File: config.mk
export PLATFORM = sky130hd
export DESIGN_NAME = charger_dev_flat
export DESIGN_NICKNAME = d
export VERILOG_FILES = /design/src/pkg/charger_pkg.sv /design/src/pkg/charger_link_if.sv /design/src/design/charger_dev.sv /design/src/flat_wrapper.sv
export SDC_FILE = /design/constraint.sdc
export NUM_CORES = 1
export LEC_CHECK = 0
export ABC_AREA = 1
export ABC_CLOCK_PERIOD_IN_PS = 2200
export BUFFER_PORTS_ARGS = -buffer_cell sky130_fd_sc_hd__buf_2
export CELL_PAD_IN_SITES_DETAIL_PLACEMENT = 0
export CELL_PAD_IN_SITES_GLOBAL_PLACEMENT = 1
export CORE_MARGIN = 2
export CORE_UTILIZATION = 40
export DETAILED_ROUTE_END_ITERATION = 16
export PLACE_DENSITY = 0.82
export SYNTH_ARGS = -nofsm -noshare
export SYNTH_HDL_FRONTEND = slang
export SYNTH_SLANG_ARGS = --single-unit
File: constraint.sdc
create_clock -name clk_i -period 2.2 [get_ports clk_i]
set_clock_uncertainty 0.15 [all_clocks]
set_input_delay 0.22 -clock clk_i [delete_from_list [all_inputs] [get_ports clk_i]]
set_output_delay 0.22 -clock clk_i [all_outputs]
set_load 0.05 [all_outputs]
File: src/pkg/charger_pkg.sv
// Purpose: Shared constants and types for the charger mode and fault link
// Assumes: One 40 MHz system clock for both ends
// Notes:   Link registers are 16 bits wide, three address bits
package charger_pkg;

    // Link geometry
    localparam int LINK_AW = 3;
    localparam int LINK_DW = 16;

    // Device register offsets
    localparam logic [2:0] REG_CONTROL = 3'h0;
    localparam logic [2:0] REG_FAULT   = 3'h1;
    localparam logic [2:0] REG_STATUS  = 3'h2;
    localparam logic [2:0] REG_PARAMS  = 3'h3;
    localparam logic [2:0] REG_SAFETY  = 3'h4;

    // Control field positions
    localparam int CTL_INHIBIT   = 0;
    localparam int CTL_HIZ_REQ   = 1;
    localparam int CTL_OPSEL     = 2;
    localparam int CTL_OTG_FUNCTION_ENABLE    = 3;
    localparam int CTL_STAT_EN   = 4;
    localparam int CTL_PARAM_RST = 5;
    localparam int CTL_TMR_RST   = 6;
    localparam int CTL_W         = 7;
    localparam logic [6:0] CTL_RESET = 7'h10;

    // Fault field positions
    localparam int F_TIMER    = 0;
    localparam int F_SLEEP    = 1;
    localparam int F_BUS_OV   = 2;
    localparam int F_BAT_OV   = 3;
    localparam int F_POOR_SRC = 4;
    localparam int F_UVLO     = 5;
    localparam int F_NO_BAT   = 6;
    localparam int F_THERMAL  = 7;
    localparam int F_OVERLOAD = 8;
    localparam int F_BAT_LOW  = 9;
    localparam int F_W        = 10;
    localparam logic [9:0] CHARGE_FAULT_MASK = 10'h0ff;
    localparam logic [9:0] BOOST_FAULT_MASK  = 10'h38d;

    // Reset values of data registers
    localparam logic [15:0] PARAM_DEFAULT  = 16'h0000;
    localparam logic [15:0] SAFETY_DEFAULT = 16'h0000;
    localparam logic [15:0] UNMAPPED_READ  = 16'hffff;

    // Timing
    localparam int CLK_MHZ         = 40;
    localparam int FAULT_PULSE_NS  = 128000;
    localparam int FAULT_PULSE_CYC = (FAULT_PULSE_NS * CLK_MHZ + 999) / 1000;
    localparam int OVERLOAD_MS     = 30;
    localparam int OVERLOAD_CYC    = OVERLOAD_MS * CLK_MHZ * 1000 + 1;

    // Host user port
    localparam int USER_AW = 3;
    localparam int USER_DW = 32;
    localparam logic [2:0] U_PINS    = 3'h0;
    localparam logic [2:0] U_LINK_WR = 3'h1;
    localparam logic [2:0] U_LINK_RD = 3'h2;
    localparam logic [2:0] U_RD_DATA = 3'h3;
    localparam logic [2:0] U_STAT    = 3'h4;
    localparam int U_PIN_CD  = 0;
    localparam int U_PIN_OTG = 1;

    typedef enum logic [3:0] {
        MODE_HIZ    = 4'h1,
        MODE_CHARGE = 4'h2,
        MODE_CONFIG = 4'h4,
        MODE_BOOST  = 4'h8
    } mode_type;

endpackage

File: src/pkg/charger_link_if.sv
// Purpose: Pins and register link between host and charger logic
// Assumes: Status pin is open drain with an external pull-up
// Notes:   Pin level is resolved here from the device enable
`timescale 1ns/1ps
interface charger_link_if;
    import charger_pkg::*;
    logic                 cd;
    logic                 otg;
    logic                 wr;
    logic                 rd;
    logic [LINK_AW-1:0]   addr;
    logic [LINK_DW-1:0]   wdata;
    logic [LINK_DW-1:0]   rdata;
    logic                 stat_o;
    logic                 stat_oe;
    logic                 stat_level;

    // Pull-up unless the device pulls low
    assign stat_level = stat_oe ? stat_o : 1'b1;

    modport device (
        input  cd, otg, wr, rd, addr, wdata,
        output rdata, stat_o, stat_oe
    );
    modport host (
        output cd, otg, wr, rd, addr, wdata,
        input  rdata, stat_level
    );
endinterface

File: src/design/charger_dev.sv
// Purpose: Mode decode, fault handling and status pin of the charger
// Assumes: Analog comparators arrive as synchronous levels
// Notes:   Long counts are parameters so simulation can shorten them
// Notes on behaviour
// - Thermal shutdown stops charge, PWM, timers; hysteresis
// - Status low while charging with enable set
// - Fault gives one 128 us low pulse
// - Charge mode fault set listed
// - Boost mode fault set listed
// - Inhibit bit zero enables, one disables charge
// - Parameter reset restores defaults, bit self-clears
// - Host uses parameter reset only when idle
// - Select bit boosts; fault drops to configure
// - Charge, configure or high impedance decode
// - Disable pin high forces high impedance
// - Disable pin rise clears 15-minute timer only
// - Host mode: otg pin or select bit boosts; the pin boosts only with CTL_OTG_FUNCTION_ENABLE set
// - Light load pulse skipping with droop restart
// - Overvoltage stops boost, clears select bit
// - Restart needs select bit or otg pin
// - Overload declared after 30 ms unbroken
// - Overload blocks boost until faults cleared
// - Battery limits stop boost like other faults
// - Status open while boosting without fault
// - Fifteen-minute mode until first host write
// - Leave high impedance only when all permit
//
// The implementer's own choices: the strobed register port and the register offsets.
`timescale 1ns/1ps
module charger_dev
    import charger_pkg::*;
#(
    parameter int PULSE_CYC = FAULT_PULSE_CYC,
    parameter int OVLD_CYC  = OVERLOAD_CYC
) (
    // Clock and reset
    input  wire logic        clk_i,
    input  wire logic        arst_n_i,
    // Host link
    charger_link_if.device   link,
    // Analog monitors
    input  wire logic        temp_shutdown_i,
    input  wire logic        temp_resumed_i,
    input  wire logic        bus_above_uvlo_i,
    input  wire logic        timer_fault_i,
    input  wire logic        sleep_i,
    input  wire logic        bus_ov_i,
    input  wire logic        bat_ov_i,
    input  wire logic        poor_src_i,
    input  wire logic        no_battery_i,
    input  wire logic        overload_i,
    input  wire logic        bat_low_i,
    input  wire logic        inductor_low_i,
    input  wire logic        node_droop_i,
    // Power stage controls
    output logic [3:0]       mode_o,
    output logic             pwm_on_o,
    output logic             charge_en_o,
    output logic             timers_frozen_o,
    output logic             safety_timer_clear_o,
    output logic             host_timer_mode_o,
    output logic             param_reset_o,
    output logic             fault_pulse_o
);
    logic [CTL_W-1:0]  ctrl_reg;
    logic [CTL_W-1:0]  ctrl_next;
    logic [F_W-1:0]    fault_reg;
    logic [F_W-1:0]    fault_prev_reg;
    logic [15:0]       params_reg;
    logic [15:0]       safety_reg;
    logic              thermal_reg;
    logic              host_mode_reg;
    logic              cd_prev_reg;
    logic              skip_reg;
    logic              skip_next;
    logic [31:0]       ovld_cnt_reg;
    logic [31:0]       pulse_cnt_reg;
    logic [31:0]       pulse_cnt_next;
    mode_type          mode_reg;
    mode_type          mode_next;
    logic              pwm_reg;
    logic              charge_en_reg;
    logic              tclr_reg;
    logic              preset_reg;
    logic              stat_oe_reg;
    logic              pulse_on_reg;
    logic [15:0]       rdata_reg;
    logic [15:0]       rdata_next;

    // Register strobes
    wire wr_ctrl   = link.wr && link.addr == REG_CONTROL;
    wire wr_fault  = link.wr && link.addr == REG_FAULT;
    wire wr_params = link.wr && link.addr == REG_PARAMS;
    wire wr_safety = link.wr && link.addr == REG_SAFETY;
    wire param_rst = wr_ctrl && link.wdata[CTL_PARAM_RST];
    wire tmr_rst   = wr_ctrl && link.wdata[CTL_TMR_RST];

    // Thermal latch with resume hysteresis
    wire thermal_next = temp_shutdown_i ? 1'b1 : (temp_resumed_i ? 1'b0 : thermal_reg);

    // Overload counts only while unbroken
    wire ovld_det = ovld_cnt_reg >= 32'(OVLD_CYC);

    wire [F_W-1:0] fault_raw = {bat_low_i, ovld_det, thermal_reg, no_battery_i,
                                !bus_above_uvlo_i, poor_src_i, bat_ov_i, bus_ov_i,
                                sleep_i, timer_fault_i};

    wire otg_boost = host_mode_reg && link.otg && ctrl_reg[CTL_OTG_FUNCTION_ENABLE];
    wire boost_req = ctrl_reg[CTL_OPSEL] || otg_boost;

    // Fault set depends on operating context
    wire [F_W-1:0] ctx_mask  = boost_req ? BOOST_FAULT_MASK : CHARGE_FAULT_MASK;
    wire [F_W-1:0] fault_now = fault_raw & ctx_mask;
    wire           any_fault = |fault_now;
    wire           ovld_block = fault_reg[F_OVERLOAD];
    wire           boost_fault = any_fault || ovld_block;
    wire           fault_event = |(fault_now & ~fault_prev_reg);

    always_comb begin
        if (link.cd || ctrl_reg[CTL_HIZ_REQ]) begin
            mode_next = MODE_HIZ;
        end else if (boost_req) begin
            mode_next = boost_fault ? MODE_CONFIG : MODE_BOOST;
        end else if (any_fault) begin
            mode_next = bus_above_uvlo_i ? MODE_CONFIG : MODE_HIZ;
        end else begin
            mode_next = MODE_CHARGE;
        end
    end

    wire charge_en_next = mode_next == MODE_CHARGE && !ctrl_reg[CTL_INHIBIT]
                          && !thermal_next;

    // Pulse skipping under light load
    always_comb begin
        if (mode_reg != MODE_BOOST) begin
            skip_next = 1'b0;
        end else if (inductor_low_i) begin
            skip_next = 1'b1;
        end else if (node_droop_i) begin
            skip_next = 1'b0;
        end else begin
            skip_next = skip_reg;
        end
    end

    wire pwm_next = charge_en_next || (mode_next == MODE_BOOST && !skip_next
                    && !thermal_next);

    // Fault pulse not retriggered while running
    always_comb begin
        if (pulse_cnt_reg != 32'h0) begin
            pulse_cnt_next = pulse_cnt_reg - 32'h1;
        end else if (fault_event) begin
            pulse_cnt_next = 32'(PULSE_CYC);
        end else begin
            pulse_cnt_next = 32'h0;
        end
    end

    wire stat_oe_next = pulse_cnt_next != 32'h0
                        || (charge_en_next && ctrl_reg[CTL_STAT_EN]);

    // Control register with hardware clear of select bit
    always_comb begin
        ctrl_next = ctrl_reg;
        if (wr_ctrl) begin
            ctrl_next = link.wdata[CTL_W-1:0];
        end
        ctrl_next[CTL_PARAM_RST] = 1'b0;
        ctrl_next[CTL_TMR_RST]   = 1'b0;
        if (ctrl_reg[CTL_OPSEL] && boost_fault) begin
            ctrl_next[CTL_OPSEL] = 1'b0;
        end
    end

    // Read decode
    always_comb begin
        if (link.addr == REG_CONTROL) begin
            rdata_next = {9'h0, ctrl_reg};
        end else if (link.addr == REG_FAULT) begin
            rdata_next = {6'h0, fault_reg};
        end else if (link.addr == REG_STATUS) begin
            rdata_next = {6'h0, stat_oe_reg, host_mode_reg, thermal_reg, skip_reg,
                          charge_en_reg, pwm_reg, mode_reg};
        end else if (link.addr == REG_PARAMS) begin
            rdata_next = params_reg;
        end else if (link.addr == REG_SAFETY) begin
            rdata_next = safety_reg;
        end else begin
            rdata_next = UNMAPPED_READ;
        end
    end

    always_ff @(posedge clk_i or negedge arst_n_i) begin
        if (!arst_n_i) begin
            ovld_cnt_reg <= 32'h0;
        end else if (!overload_i || thermal_next) begin
            ovld_cnt_reg <= 32'h0;
        end else if (!ovld_det) begin
            ovld_cnt_reg <= ovld_cnt_reg + 32'h1;
        end
    end

    always_ff @(posedge clk_i or negedge arst_n_i) begin
        if (!arst_n_i) begin
            ctrl_reg       <= CTL_RESET;
            fault_reg      <= '0;
            fault_prev_reg <= '0;
            params_reg     <= PARAM_DEFAULT;
            safety_reg     <= SAFETY_DEFAULT;
            thermal_reg    <= 1'b0;
            host_mode_reg  <= 1'b0;
            cd_prev_reg    <= 1'b0;
            skip_reg       <= 1'b0;
            pulse_cnt_reg  <= 32'h0;
            mode_reg       <= MODE_HIZ;
            pwm_reg        <= 1'b0;
            charge_en_reg  <= 1'b0;
            tclr_reg       <= 1'b0;
            preset_reg     <= 1'b0;
            stat_oe_reg    <= 1'b0;
            pulse_on_reg   <= 1'b0;
            rdata_reg      <= 16'h0;
        end else begin
            ctrl_reg       <= ctrl_next;
            // New faults win over a clear in the same cycle
            fault_reg      <= (wr_fault ? '0 : fault_reg) | fault_now;
            fault_prev_reg <= fault_now;
            if (param_rst) begin
                params_reg <= PARAM_DEFAULT;
            end else if (wr_params) begin
                params_reg <= link.wdata;
            end
            if (wr_safety) begin
                safety_reg <= link.wdata;
            end
            thermal_reg    <= thermal_next;
            if (link.wr) begin
                host_mode_reg <= 1'b1;
            end
            cd_prev_reg    <= link.cd;
            skip_reg       <= skip_next;
            pulse_cnt_reg  <= pulse_cnt_next;
            mode_reg       <= mode_next;
            pwm_reg        <= pwm_next;
            charge_en_reg  <= charge_en_next;
            tclr_reg       <= (link.cd && !cd_prev_reg && !host_mode_reg) || tmr_rst;
            preset_reg     <= param_rst;
            stat_oe_reg    <= stat_oe_next;
            pulse_on_reg   <= pulse_cnt_next != 32'h0;
            rdata_reg      <= link.rd ? rdata_next : 16'h0;
        end
    end

    assign mode_o               = mode_reg;
    assign pwm_on_o             = pwm_reg;
    assign charge_en_o          = charge_en_reg;
    assign timers_frozen_o      = thermal_reg;
    assign safety_timer_clear_o = tclr_reg;
    assign host_timer_mode_o    = host_mode_reg;
    assign param_reset_o        = preset_reg;
    assign fault_pulse_o        = pulse_on_reg;
    assign link.stat_o          = 1'b0;
    assign link.stat_oe         = stat_oe_reg;
    assign link.rdata           = rdata_reg;
endmodule

File: src/flat_wrapper.sv
// flat-port wrapper written by rule: the top's interface ports become plain ports
module charger_dev_flat import charger_pkg::*;
#(
    parameter int PULSE_CYC = FAULT_PULSE_CYC,
    parameter int OVLD_CYC  = OVERLOAD_CYC
)
  (clk_i, arst_n_i, temp_shutdown_i, temp_resumed_i, bus_above_uvlo_i, timer_fault_i, sleep_i, bus_ov_i, bat_ov_i, poor_src_i, no_battery_i, overload_i, bat_low_i, inductor_low_i, node_droop_i, mode_o, pwm_on_o, charge_en_o, timers_frozen_o, safety_timer_clear_o, host_timer_mode_o, param_reset_o, fault_pulse_o, link_cd, link_otg, link_wr, link_rd, link_addr, link_wdata, link_rdata, link_stat_o, link_stat_oe);
  charger_link_if link_i ();
  input  wire logic clk_i;
  input  wire logic arst_n_i;
  input  wire logic temp_shutdown_i;
  input  wire logic temp_resumed_i;
  input  wire logic bus_above_uvlo_i;
  input  wire logic timer_fault_i;
  input  wire logic sleep_i;
  input  wire logic bus_ov_i;
  input  wire logic bat_ov_i;
  input  wire logic poor_src_i;
  input  wire logic no_battery_i;
  input  wire logic overload_i;
  input  wire logic bat_low_i;
  input  wire logic inductor_low_i;
  input  wire logic node_droop_i;
  output logic [3:0] mode_o;
  output logic pwm_on_o;
  output logic charge_en_o;
  output logic timers_frozen_o;
  output logic safety_timer_clear_o;
  output logic host_timer_mode_o;
  output logic param_reset_o;
  output logic fault_pulse_o;
  input wire logic [$bits(link_i.cd)-1:0] link_cd;
  input wire logic [$bits(link_i.otg)-1:0] link_otg;
  input wire logic [$bits(link_i.wr)-1:0] link_wr;
  input wire logic [$bits(link_i.rd)-1:0] link_rd;
  input wire logic [$bits(link_i.addr)-1:0] link_addr;
  input wire logic [$bits(link_i.wdata)-1:0] link_wdata;
  output wire logic [$bits(link_i.rdata)-1:0] link_rdata;
  output wire logic [$bits(link_i.stat_o)-1:0] link_stat_o;
  output wire logic [$bits(link_i.stat_oe)-1:0] link_stat_oe;
  assign link_i.cd = link_cd;
  assign link_i.otg = link_otg;
  assign link_i.wr = link_wr;
  assign link_i.rd = link_rd;
  assign link_i.addr = link_addr;
  assign link_i.wdata = link_wdata;
  assign link_rdata = link_i.rdata;
  assign link_stat_o = link_i.stat_o;
  assign link_stat_oe = link_i.stat_oe;
  charger_dev #(.PULSE_CYC(PULSE_CYC), .OVLD_CYC(OVLD_CYC)) u_core (.clk_i(clk_i), .arst_n_i(arst_n_i), .link(link_i), .temp_shutdown_i(temp_shutdown_i), .temp_resumed_i(temp_resumed_i), .bus_above_uvlo_i(bus_above_uvlo_i), .timer_fault_i(timer_fault_i), .sleep_i(sleep_i), .bus_ov_i(bus_ov_i), .bat_ov_i(bat_ov_i), .poor_src_i(poor_src_i), .no_battery_i(no_battery_i), .overload_i(overload_i), .bat_low_i(bat_low_i), .inductor_low_i(inductor_low_i), .node_droop_i(node_droop_i), .mode_o(mode_o), .pwm_on_o(pwm_on_o), .charge_en_o(charge_en_o), .timers_frozen_o(timers_frozen_o), .safety_timer_clear_o(safety_timer_clear_o), .host_timer_mode_o(host_timer_mode_o), .param_reset_o(param_reset_o), .fault_pulse_o(fault_pulse_o));
endmodule
==> summary.txt <==
Run status
  – Status: complete, no violations

Detailed routing
  – Vias after detailed routing: 6602
  – ANT nets after route: 0
  – DR pass1 iterations: 5
  – Initial DRC count: 384
  – Routed len/inst: 14.65 um
  – WL final: 19.70 mm
  – DRC: 0
  – Vias per std cell: 4.909

Finish
  – Multi-input gate area: 2974 um2
  – ANT cells: 0
  – Area delta synth->final: 35.97%
  – Nets: 1145
  – Layout cells sized above 1: 0.2733
  – Register area: 3784 um2
  – FILL cells: 1579

Global route
  – Initial antenna violation count: 0
  – Total GRT Usage: 0.2096
  – Met1 Track Usage GR: 0.2700
  – Busiest grt layer: met2
  – Met2 GRT Util: 0.3489
  – Vias in the first global route: 6527
  – First-pass GRT wire length: 32.30 mm
  – Largest net degree at the start of global routing: 57
  – GR Layer Usage met3: 0.04434
  – Congestion Overflow GR: 0

CTS
  – CTS tree: done
  – CTS buffer count: 17
  – Worst skew pair latency: 0.42 ns
  – Clock Tree Buf Depth: 2
  – Root buffer cell: clkbuf_16
  – Clock-pin slew on the worst setup and hold paths: 0.07 ns
  – H-tree depth: 4
  – CTS sink cnt: 151

Pwr
  – Leakage power: 4.947 nW
  – Sw Ratio: 0.2852
  – Clock power share: 0.417
  – Internal power: 4.808 mW
  – Comb pwr share: 0.120
  – Switching power: 1.919 mW
  – PD cells: 686.8 nW/um2
  – Peak supply drop: 0.5696 mV
  – Sequential power share: 0.463

STA
  – Post-layout min period: 2.192 ns
  – Period Utilization, post-route: 0.9961
  – Setup ws final: 0.008495 ns
  – RSZ-0062 raised after global routing: true
  – Worst-margin pin slew: 0.6003 ns
  – Slew headroom: 0.5894
  – Setup TNS: 0 ns
  – Final hold vios: 0
  – Max Slew Vio Count: 0
  – # setup viols final: 0
  – Fmax: 456.3 MHz

Die
  – Die area: 19100 um2
  – Die Y: 138.2 um
  – Die width: 138.2 um
  – Initial Util: 0.4037
  – Core area: 17840 um2
  – Num ports: 67
  – Cell row count: 49

Place
  – Detail Placement HPWL: 14.02 mm
  – Pre-CTS setup slack: -0.1161 ns
  – PortBufs: 65
  – Placer Congestion: 0.8826

Setup path
  – R2R depth: 11
  – Startpoint types: flop
  – Crit path required time: 2.36 ns
  – Critical path type: reg2reg
  – Arr. time, crit path: 2.35 ns
  – FF-to-FF Start: u_core.pulse_cnt_reg[20]
  – R2R Setup Slk: 0.008 ns
  – R2r endpoint: u_core.fault_pulse_o
  – Element type at the critical path end: flop
  – Critical Path Sink: u_core.fault_pulse_o
  – Crit-path max FO: 6
  – CP Launch Point: u_core.pulse_cnt_reg[20]

Logic synthesis
  – Count leader, synth: nand2_1
  – Top_reg_cell synth: dfrtp_1
  – Top cells by count, synth: 158 x nand2_1, 154 x inv_1, 149 x dfrtp_1
  – Largest area contributor in the netlist: dfrtp_1
  – Ys Warns: 0
  – Synth cell types: 43
  – Top cell type's share of synthesized area: 0.5176
  – Syn_nets: 930
  – Asr flop ratio synth: 1.000
  – Top cells by area, synth: dfrtp_1 52%, nand2_1 8.2%, inv_1 8.0%, nor2_1 7.4%, o21ai_0 4.0%
  – Avg Inst Size Synth: 8.112 um2
  – Mapped Area: 7203 um2
  – Register area share after synthesis: 0.5249
  – Post-synth EDFFs: 0
  – Post-synthesis cell count: 888
  – Yosys reg bits: 151

Run
  – Max_cap viols: 0

Min path
  – Hold Path Class: in2reg
[cells by family (layout without fill, tap and decap cells)]
kind of cell,Yosys count,after routing,synth area share
adders and majority gates,4,4,0.006948
AOI/OAI and AO/OA,127,127,0.1035
xor gates and xnor gates,13,13,0.01581
DFF,151,151,0.5249
other,1,1,0.0005206
and+or+nand+nor,417,418,0.2526
buffers and inverters,175,402,0.09571
[layout make-up]
type                       count  area share
clock inverter                14     0.01341
inverter                     158     0.06272
timing repair buffer         211      0.1587
clock buffer                  18     0.04484
multi-input combinational    563      0.3037
tap                          229     0.02925
sequential                   151      0.3863
timing repair inverter         1    0.001150
[layer usage]
layer,vias to the layer above,wire (um),part of all wire
met3,42,960,0.049
li1,3265,-,-
met1,3118,8771,0.45
met5,-,0,0
met2,177,9408,0.48
met4,0,558,0.028
[per-stage QoR]
step	hold slack (ns)	util	instances	power, mW	instance area, um2
floorplan	-0.2256	-	888	3.582	7203
global placement	0.09301	0.4737	1256	3.888	8452
detailed placement	0.09446	0.4737	1256	3.898	8452
CTS	0.07496	0.5277	1323	6.748	9415
global route	0.1082	0.5490	1345	7.011	9794
finish	0.07559	0.5490	1345	6.727	9794
[critical path, stage by stage (launching register included)]
cell and delay, ns:
dfrtp_1 0.41, nor2_2 0.19, buf_4 0.14, nand4_1 0.12, nor2_4 0.24, nand2_8 0.12, o31ai_1 0.14, nand2_1 0.13
nor2_2 0.14, nand3_1 0.10, nor2_2 0.13, nand2_1 0.07
[placed cells by master, fill, tap and decap left out, types with 6 or more instances in the layout]
| cell type | n |
|---|---|
| buf_4 | 109 |
| xnor2_1 | 6 |
| o21ai_0 | 55 |
| nand2_2 | 11 |
| inv_1 | 147 |
| nand2_1 | 149 |
| nor4_1 | 8 |
| nor2_4 | 11 |
| xor2_1 | 6 |
| nor3_1 | 14 |
| nor2_1 | 106 |
| nand3_1 | 47 |
| nand4_1 | 18 |
| nor2_2 | 37 |
| clkbuf_16 | 17 |
| dfrtp_1 | 147 |
| dlygate4sd3_1 | 31 |
| buf_2 | 64 |
| o22ai_1 | 26 |
| inv_2 | 6 |
| a21oi_1 | 14 |
[worst min path at each step]
stage | startpoint | endpoint | slack [ns] | cells past startpoint
after global routing | link_otg | u_core.fault_prev_reg[1] | 0.11 | 4
after floorplan | arst_n_i | u_core.cd_prev_reg | -0.23 | 0
after CTS | link_wr | u_core.host_timer_mode_o | 0.07 | 3
after global placement | arst_n_i | u_core.ovld_cnt_reg[26] | 0.09 | 1
final | link_wr | u_core.host_timer_mode_o | 0.08 | 3
after detailed placement | arst_n_i | u_core.ovld_cnt_reg[27] | 0.09 | 1
[power groups by stage]
| stage | Clock [mW] | Sequential (mW) | Combinational (mW) |
|---|---|---|---|
| after floorplan | 0 | 3.25 | 0.327 |
| after global placement | 0 | 3.16 | 0.732 |
| after detailed placement | 0 | 3.16 | 0.742 |
| after CTS | 2.85 | 3.11 | 0.785 |
| after global routing | 2.97 | 3.14 | 0.906 |
| final | 2.80 | 3.11 | 0.810 |
[what timing repair did]
action / in CTS / in global routing
setup endpoints to repair: 3 / 21
resized for setup: 18 / 68
buffers inserted: 4 / 20
gates cloned: 0 / 2
pin swaps: 5 / 37
endpoints found under the hold margin: 114 / 0
hold buffers: 31 / 0
(Power assumes the default switching activity.)
